File: src/mbp_pwm_map.vh
// Constants shared by the match-based PWM unit
`ifndef MBP_PWM_MAP_VH
`define MBP_PWM_MAP_VH

// Counter width, match and output counts
`define MBP_CNT_W 32
`define MBP_NUM_MATCH 7
`define MBP_NUM_OUT 6

// Reset values and count step
`define MBP_COUNT_RST 32'h0000_0000
`define MBP_MATCH_RST 32'h0000_0000
`define MBP_COUNT_STEP 32'h0000_0001

// Count source selection
`define MBP_SRC_TIMER 2'h0
`define MBP_SRC_RISE 2'h1
`define MBP_SRC_FALL 2'h2
`define MBP_SRC_BOTH 2'h3

`endif

File: src/mbp_match_slot.v
// One shadowed match register with release and apply handshake
`timescale 1ns/1ns
`include "mbp_pwm_map.vh"

module mbp_match_slot (
   input wire clk_sys,
   input wire reset_n,
   input wire [31:0] newValue,
   input wire releaseStrobe,
   input wire applyStrobe,
   output reg [31:0] activeValue,
   output reg pending
);

   reg [31:0] shadowReg;

   always @(posedge clk_sys or negedge reset_n) begin
      if (!reset_n) begin
         shadowReg <= `MBP_MATCH_RST;
         activeValue <= `MBP_MATCH_RST;
         pending <= 1'h0;
      end else begin
         if (releaseStrobe) begin
            shadowReg <= newValue;
         end
         // Old shadow moves to active; a new release in the same cycle stays pending
         if (applyStrobe && pending) begin
            activeValue <= shadowReg;
         end
         pending <= releaseStrobe | (pending & ~applyStrobe);
      end
   end

endmodule

File: src/mbp_pwm_unit.v
// Match-based PWM unit: prescaled 32-bit counter, seven match slots, six outputs
//
// Operation
// - Period match resets count, fixing shared period
// - Single-edge outputs rise at cycle start, fall on match
// - Double-edge outputs use separate rise and fall matches
// - Rise first gives positive, fall first negative
// - Seven match registers shared by all outputs
// - Each match may reset, stop, or flag
// - Count peripheral clock or capture input transitions
// - 32-bit counter behind 32-bit prescaler
// - New match values used only after release
// - Period and width any tick count, one rate
// - Modulation off gives plain timer, outputs low
`timescale 1ns/1ns
`include "mbp_pwm_map.vh"

module mbp_pwm_unit (
   input wire clk_sys,
   input wire reset_n,
   input wire counterEnable,
   input wire counterClear,
   input wire pwmModeEn,
   input wire [1:0] countSource,
   input wire captureSelect,
   input wire capturePin0,
   input wire capturePin1,
   input wire [31:0] prescaleLimit,
   input wire [31:0] cyclePeriodMatch,
   input wire [31:0] matchValue1,
   input wire [31:0] matchValue2,
   input wire [31:0] matchValue3,
   input wire [31:0] matchValue4,
   input wire [31:0] matchValue5,
   input wire [31:0] matchValue6,
   input wire [6:0] matchRelease,
   input wire [6:0] matchResetEn,
   input wire [6:0] matchStopEn,
   input wire [6:0] matchIrqEn,
   input wire [6:2] doubleEdgeSel,
   input wire [6:1] outputEnable,
   output reg [6:1] pwmOut,
   output reg [31:0] timerCount,
   output reg [31:0] prescaleCount,
   output reg [6:0] matchIrq,
   output wire [6:0] releasePending,
   output reg counterStopped
);

   // Capture pin synchronisers plus one stage for edge detection
   reg [1:0] capSync1Reg;
   reg [1:0] capSync2Reg;
   reg [1:0] capPrevReg;
   // Pin edges ignored until the synchroniser has filled
   reg [2:0] capFillReg;
   reg srcTick;
   reg [6:1] pwmNext;
   reg setEv;
   reg clrEv;
   integer n;

   wire [223:0] allValues;
   wire [223:0] activeValues;
   wire [6:0] matchHit;
   wire [6:0] edgeHit;
   wire [6:1] dblSel;
   wire capNow;
   wire capOld;
   wire run;
   wire presDone;
   wire countMoves;
   wire periodHit;
   wire capReady;
   wire resetHit;
   wire stopHit;
   wire cycleStart;
   wire applyStrobe;
   wire [31:0] countInc;
   wire [31:0] countNext;

   assign allValues = {matchValue6, matchValue5, matchValue4, matchValue3,
      matchValue2, matchValue1, cyclePeriodMatch};
   assign dblSel = {doubleEdgeSel, 1'h0};

   always @(posedge clk_sys or negedge reset_n) begin
      if (!reset_n) begin
         capSync1Reg <= 2'h0;
         capSync2Reg <= 2'h0;
         capPrevReg <= 2'h0;
         capFillReg <= 3'h0;
      end else begin
         capSync1Reg <= {capturePin1, capturePin0};
         capSync2Reg <= capSync1Reg;
         capPrevReg <= capSync2Reg;
         capFillReg <= {capFillReg[1:0], 1'h1};
      end
   end

   assign capNow = capSync2Reg[captureSelect];
   assign capOld = capPrevReg[captureSelect];
   assign capReady = capFillReg[2];

   // Count source: every clock, or chosen edges of the capture input
   always @* begin
      case (countSource)
         `MBP_SRC_TIMER: srcTick = 1'h1;
         `MBP_SRC_RISE: srcTick = capReady & capNow & ~capOld;
         `MBP_SRC_FALL: srcTick = capReady & ~capNow & capOld;
         `MBP_SRC_BOTH: srcTick = capReady & (capNow ^ capOld);
         default: srcTick = 1'h0;
      endcase
   end

   assign run = counterEnable & ~counterStopped;
   // A clear on the same edge overrides any match action
   assign presDone = run & srcTick & ~counterClear & (prescaleCount == prescaleLimit);

   // Match slots, one per register
   genvar i;
   generate
      for (i = 0; i < `MBP_NUM_MATCH; i = i + 1) begin : gSlot
         mbp_match_slot uSlot (
            .clk_sys(clk_sys),
            .reset_n(reset_n),
            .newValue(allValues[i*32 +: 32]),
            .releaseStrobe(matchRelease[i]),
            .applyStrobe(applyStrobe),
            .activeValue(activeValues[i*32 +: 32]),
            .pending(releasePending[i])
         );
         assign matchHit[i] = (activeValues[i*32 +: 32] == timerCount);
         // Edges compare against the count about to be loaded
         assign edgeHit[i] = presDone & countMoves & (activeValues[i*32 +: 32] == countNext);
      end
   endgenerate

   // Period match always restarts the cycle while modulating
   assign periodHit = pwmModeEn & matchHit[0];
   assign resetHit = |(matchHit & matchResetEn) | periodHit;
   assign stopHit = |(matchHit & matchStopEn);
   assign cycleStart = presDone & periodHit;

   // Shadow values wait for the cycle boundary while modulating
   assign applyStrobe = pwmModeEn ? cycleStart : 1'h1;

   assign countInc = timerCount + `MBP_COUNT_STEP;
   assign countNext = resetHit ? `MBP_COUNT_RST : countInc;
   // A stop without reset holds the count, so no edge may fire
   assign countMoves = resetHit | ~stopHit;

   // Prescaler and main counter
   always @(posedge clk_sys or negedge reset_n) begin
      if (!reset_n) begin
         prescaleCount <= `MBP_COUNT_RST;
         timerCount <= `MBP_COUNT_RST;
      end else begin
         if (counterClear) begin
            prescaleCount <= `MBP_COUNT_RST;
            timerCount <= `MBP_COUNT_RST;
         end else if (run && srcTick) begin
            if (presDone) begin
               prescaleCount <= `MBP_COUNT_RST;
               if (resetHit) begin
                  timerCount <= `MBP_COUNT_RST;
               end else if (!stopHit) begin
                  timerCount <= countInc;
               end
            end else begin
               prescaleCount <= prescaleCount + `MBP_COUNT_STEP;
            end
         end
      end
   end

   // Stop flag and match pulses
   always @(posedge clk_sys or negedge reset_n) begin
      if (!reset_n) begin
         counterStopped <= 1'h0;
         matchIrq <= 7'h00;
      end else begin
         // Halt holds until software drops the enable
         if (!counterEnable) begin
            counterStopped <= 1'h0;
         end else if (presDone && stopHit) begin
            counterStopped <= 1'h1;
         end
         matchIrq <= presDone ? (matchHit & matchIrqEn) : 7'h00;
      end
   end

   // Output edges; a clear on the same tick as a set wins
   always @* begin
      pwmNext = pwmOut;
      setEv = 1'h0;
      clrEv = 1'h0;
      for (n = 1; n <= `MBP_NUM_OUT; n = n + 1) begin
         if (dblSel[n]) begin
            setEv = edgeHit[n-1];
         end else begin
            setEv = cycleStart;
         end
         clrEv = edgeHit[n];
         if (!pwmModeEn || !outputEnable[n]) begin
            pwmNext[n] = 1'h0;
         end else if (clrEv) begin
            pwmNext[n] = 1'h0;
         end else if (setEv) begin
            pwmNext[n] = 1'h1;
         end
      end
   end

   always @(posedge clk_sys or negedge reset_n) begin
      if (!reset_n) begin
         pwmOut <= 6'h00;
      end else begin
         pwmOut <= pwmNext;
      end
   end

endmodule

File: config.mk
export PLATFORM = sky130hd
export DESIGN_NAME = mbp_pwm_unit
export DESIGN_NICKNAME = d
export VERILOG_FILES = /design/src/mbp_match_slot.v /design/src/mbp_pwm_unit.v
export VERILOG_INCLUDE_DIRS = /design/src
export SDC_FILE = /design/constraint.sdc
export NUM_CORES = 1
export LEC_CHECK = 0
export BUFFER_PORTS_ARGS = -buffer_cell sky130_fd_sc_hd__buf_2
export CORE_ASPECT_RATIO = 1.1
export CORE_MARGIN = 1
export CORE_UTILIZATION = 35
export CTS_CLUSTER_SIZE = 16
export DETAILED_ROUTE_END_ITERATION = 10
export GPL_ROUTABILITY_DRIVEN = 0
export MAX_ROUTING_LAYER = met4
export SYNTH_ARGS = -nofsm -noshare
export SYNTH_HDL_FRONTEND = slang
export SYNTH_SLANG_ARGS = --single-unit
export TNS_END_PERCENT = 100
File: constraint.sdc
create_clock -name clk_sys -period 6.3 [get_ports clk_sys]
set_input_delay 1.26 -clock clk_sys [delete_from_list [all_inputs] [get_ports clk_sys]]
set_output_delay 1.26 -clock clk_sys [all_outputs]
set_load 0.02 [all_outputs]
==> results.md <==
Pwr:
- The highest ir drop seen on vdd is 0.000215 V.
- Dividing total power by cell area gives a power density of 278 nW/um^2.
- The overall power of the completed layout is 9.66 mW.
- In this run the static leakage power is 14.8 nW.

Logic synthesis:
- After synthesis, the cell types taking the most area are sky130_fd_sc_hd__dfrtp_1, sky130_fd_sc_hd__mux2_2, sky130_fd_sc_hd__xnor2_1.
- Yosys printed 0 warnings.
- The flop and latch count out of synthesis is 542.
- The total standard cell area after synthesis is 29300 sq um.
- Counting every instance in the synthesized netlist gives 2603.
- The number of nets handed over by synthesis was 2910.
- After synthesis, the share of flip-flops with an asynchronous set or reset is 100%.
- The number of synthesized flops with an enable pin is 0.
- Dividing the synthesized area by the synthesized cell count gives 11.3 sq um.
- Of all cell types, the one taking the most synthesized area is sky130_fd_sc_hd__dfrtp_1.
- In the synthesized netlist the dominant register cell turns out to be sky130_fd_sc_hd__dfrtp_1.
- The netlist uses 87 different library cells.
- The top cell type's share of synthesized area is 46.2%.
- The sequential area share after synthesis is 46.2%.

Status:
- The run finished with clean final reports.

Place:
- The post-place instance area is 32600 sq um.
- The detailed placement HPWL is 87.2 mm.
- Port buffering added 389 buffers.

Worst hold path:
- The type of the tightest min-delay check is flop to flop.

Clock network:
- Clock latency on the worst-skew pair, taken at its later pin, is 0.65 ns.
- The post-CTS clock slew at the launch and capture registers of the worst setup and hold paths is 0.06 ns.
- The clock tree root driver cell is sky130_fd_sc_hd__clkbuf_16.
- The number of buffers created by CTS is 61.
- Post-CTS timing repair inserted 0 buffers for setup.
- Once the clock tree was built, the resizer swapped 0 gates to a different size.
- The total of hold buffers inserted after clock tree synthesis is 0.
- The number of levels in the clock H-tree is 2.
- The worst-case clock buffer depth is 3.
- The number of clock sinks is 542.
- TritonCTS built the clock tree.

Worst setup path:
- The kind of critical path is flop to flop.
- Together, buffers and inverters on the worst path number 1.
- The largest driver fanout on the critical path is 23.
- In this design, the stage delay of the slowest critical-path cell is 1.33 ns.
- Counting stages on the worst path, the most repeated cell is sky130_fd_sc_hd__nand4_1.
- The critical path launch point type is a flop.
- On the critical path, the stage with the largest delay is an instance of sky130_fd_sc_hd__dfrtp_1.
- The worst setup path is captured at a flop.
- On the critical path the largest part of the delay comes from simple AND/OR/NAND/NOR gates.
- For the worst setup path, the data required time is 6.86 ns.
- The signal on the critical path passes through xor2_1 -> nor4_1 -> nand4_1 -> nor2_1 -> a211oi_4 -> and2_1 -> buf_4 -> or3_1 -> a32oi_1 -> nand4_1 -> o21ai_1 -> and4b_1.
- STA puts the critical path data arrival time at 6.20 ns.

Global routing:
- The number of antenna violations at the first check in global routing is 10.
- For this run the aggregate overflow at the end of global routing stands at 0.
- The aggregate global-route resource usage is 28.2%.
- The maximum number of pins on one net before global-route repair is 141.
- The global-route wire length before repair is 169 mm.
- The via count of the first global-routing pass is 23900.

Layout:
- Registers take 13600 sq um.
- The layout cell share with drive strength beyond 1 is 35.4%.
- The cell area after layout is 34800 sq um.
- The filler cell count in the final layout is 7918.
- The final net count is 3291.
- In the final layout, the multi-input gates occupy 14800 sq um.
- Cells fill 42.2% of the core in the end.
- The post-synthesis to final-layout area growth is 18.5%.

Floorplanning:
- Pin placement for this block handled 390 I/O pins.
- The starting utilization of the core area is 35.6%.
- The core region is 82400 sq um.
- In this run the vertical extent of the chip is 306 um.
- The count of standard-cell rows is 110.
- The die width is 278 um.
- The total die area is 85000 sq um.

Drt:
- Dividing the detail-routed wire length by the instance count gives 28.7 um.
- The number of DRC violations after detailed-routing iteration 0 is 3025.
- The number of antenna-violating nets in the routed design is 0.
- The via density per instance is 5.92.
- The total iterations of the first detailed-routing run is 9.
- The overall via count from detail_route is 24300.
- The count of unresolved DRC violations after routing is 0.
- After detailed routing, the total wire length is 118 mm.

Timing:
- The final-report hold violation count is 0.
- Setup repair after global routing left no endpoint under its margin.
- The clock skew after layout is 0.0339 ns.
- The clock period minus final worst setup slack is 5.64 ns.
- The number of max-slew violations in the final report came to 0.
- Hold is met by 0.345 ns.
- Derived from the worst setup path, the maximum achievable clock frequency is 177 MHz.
- The final setup TNS is 0 ns.
- The tightest slew margin relative to the limit is 1.60%.
- The slew of the pin with the lowest slew margin is 1.48 ns.
- Setup violations remaining at the end of the flow were counted as 0.
- The worst path uses 89.5% of the clock period.

Job:
- Across the run, the number of max-cap violations was 0.
## Yosys cell counts, types with 36 or more instances
cell                       count
sky130_fd_sc_hd__clkbuf_1     76
sky130_fd_sc_hd__nor4_1       44
sky130_fd_sc_hd__a21oi_1      36
sky130_fd_sc_hd__xor2_1      117
sky130_fd_sc_hd__dfrtp_1     542
sky130_fd_sc_hd__nor4b_1      36
sky130_fd_sc_hd__nand4_1      66
sky130_fd_sc_hd__a31oi_1      50
sky130_fd_sc_hd__o21ai_0     127
sky130_fd_sc_hd__xnor2_1     243
sky130_fd_sc_hd__mux2_2      450
sky130_fd_sc_hd__nand2_1     126
sky130_fd_sc_hd__nand3_1      58
sky130_fd_sc_hd__buf_2        43
sky130_fd_sc_hd__nor2_1      107
## cells in the final DEF, fill, tap and decap left out, types with 12 or more instances in the layout
master | synthesis | layout
sky130_fd_sc_hd__clkbuf_1 | 76 | 15
sky130_fd_sc_hd__dfrtp_1 | 542 | 542
sky130_fd_sc_hd__nor4b_1 | 36 | 36
sky130_fd_sc_hd__buf_4 | 33 | 107
sky130_fd_sc_hd__clkbuf_16 | 0 | 63
sky130_fd_sc_hd__nor3_1 | 24 | 23
sky130_fd_sc_hd__mux2_2 | 450 | 450
sky130_fd_sc_hd__a21oi_1 | 36 | 36
sky130_fd_sc_hd__nor4_1 | 44 | 43
sky130_fd_sc_hd__nand4_1 | 66 | 66
sky130_fd_sc_hd__xnor2_1 | 243 | 243
sky130_fd_sc_hd__o31ai_1 | 22 | 22
sky130_fd_sc_hd__xor2_1 | 117 | 117
sky130_fd_sc_hd__and4_1 | 14 | 14
sky130_fd_sc_hd__diode_2 | 0 | 12
sky130_fd_sc_hd__and3_1 | 31 | 31
sky130_fd_sc_hd__o32ai_1 | 22 | 22
sky130_fd_sc_hd__a31oi_1 | 50 | 50
sky130_fd_sc_hd__o41ai_1 | 24 | 24
sky130_fd_sc_hd__nor3b_1 | 12 | 12
sky130_fd_sc_hd__buf_2 | 43 | 388
sky130_fd_sc_hd__nor2_1 | 107 | 107
sky130_fd_sc_hd__a2111oi_0 | 12 | 12
sky130_fd_sc_hd__o21ai_0 | 127 | 127
sky130_fd_sc_hd__clkbuf_8 | 0 | 16
sky130_fd_sc_hd__nand3_1 | 58 | 58
sky130_fd_sc_hd__o22ai_1 | 14 | 14
sky130_fd_sc_hd__nand2_1 | 126 | 126
sky130_fd_sc_hd__inv_1 | 30 | 30
## kinds of logic after synthesis
family	share of synthesized area (%)
and+or+nand+nor	11.8
DFF	46.2
muxes	17.3
other	0.0128
AOI/OAI and AO/OA	9.68
adders and majority gates	0.0853
buffers and inverters	3.34
xor gates and xnor gates	11.5
## power breakdown
| part | total [mW] | leakage (nW) | switching [mW] | internal [mW] |
|---|---|---|---|---|
| clock | 3.72 | 1.02 | 1.47 | 2.26 |
| sequential | 4.61 | 6.52 | 0.690 | 3.92 |
| combinational | 1.33 | 7.29 | 0.531 | 0.800 |
| total | 9.66 | 14.8 | 2.69 | 6.97 |
## cell type report
type | instances | area share (%)
tap | 1064 | 3.83
clock inverter | 16 | 0.731
inverter | 30 | 0.324
sequential | 542 | 39.0
clock buffer | 94 | 5.33
multi-input combinational | 1851 | 42.6
antenna | 12 | 0.0864
timing repair buffer | 498 | 8.05
## registers in the layout (all words and copies together), names as in the netlist, 3 cells and up
signal / cells
gSlot.uSlot.pending: 7
pwmOut: 6
gSlot.uSlot.activeValue: 224
gSlot.uSlot.shadowReg: 224
timerCount: 32
prescaleCount: 32
matchIrq: 7
capFillReg: 3
## routing by layer
layer,track usage (%),wire [um],up-vias
met5,-,0,-
met4,14.9,7980,0
met3,8.76,13200,535
met2,42.6,52000,1630
met1,33.5,44700,11800
li1,-,-,10300
## through the flow
step           worst slack [ns]  std cells
2_1_floorplan              2.44       2603
5_1_grt                   0.526       4107
4_1_cts                    1.10       4095
3_5_place_dp               1.13       3985
6_report                  0.659       4107
3_3_place_gp               1.06       3985
## worst paths after layout
kind / from / to / slack [ns] / cells past startpoint
setup / recovery: timerCount[31] / pwmOut[3] / 0.66 / 12
setup reg to reg: timerCount[31] / pwmOut[3] / 0.66 / 12
max in group asynchronous: reset_n / gSlot[4].uSlot.shadowReg[3] / 4.47 / 2
hold reg to reg: capSync1Reg[1] / capSync2Reg[1] / 0.35 / 0
min in group asynchronous: reset_n / gSlot[3].uSlot.shadowReg[9] / 0.56 / 1
hold / removal: capSync1Reg[1] / capSync2Reg[1] / 0.35 / 0
Power figures use the tool's default switching activity.
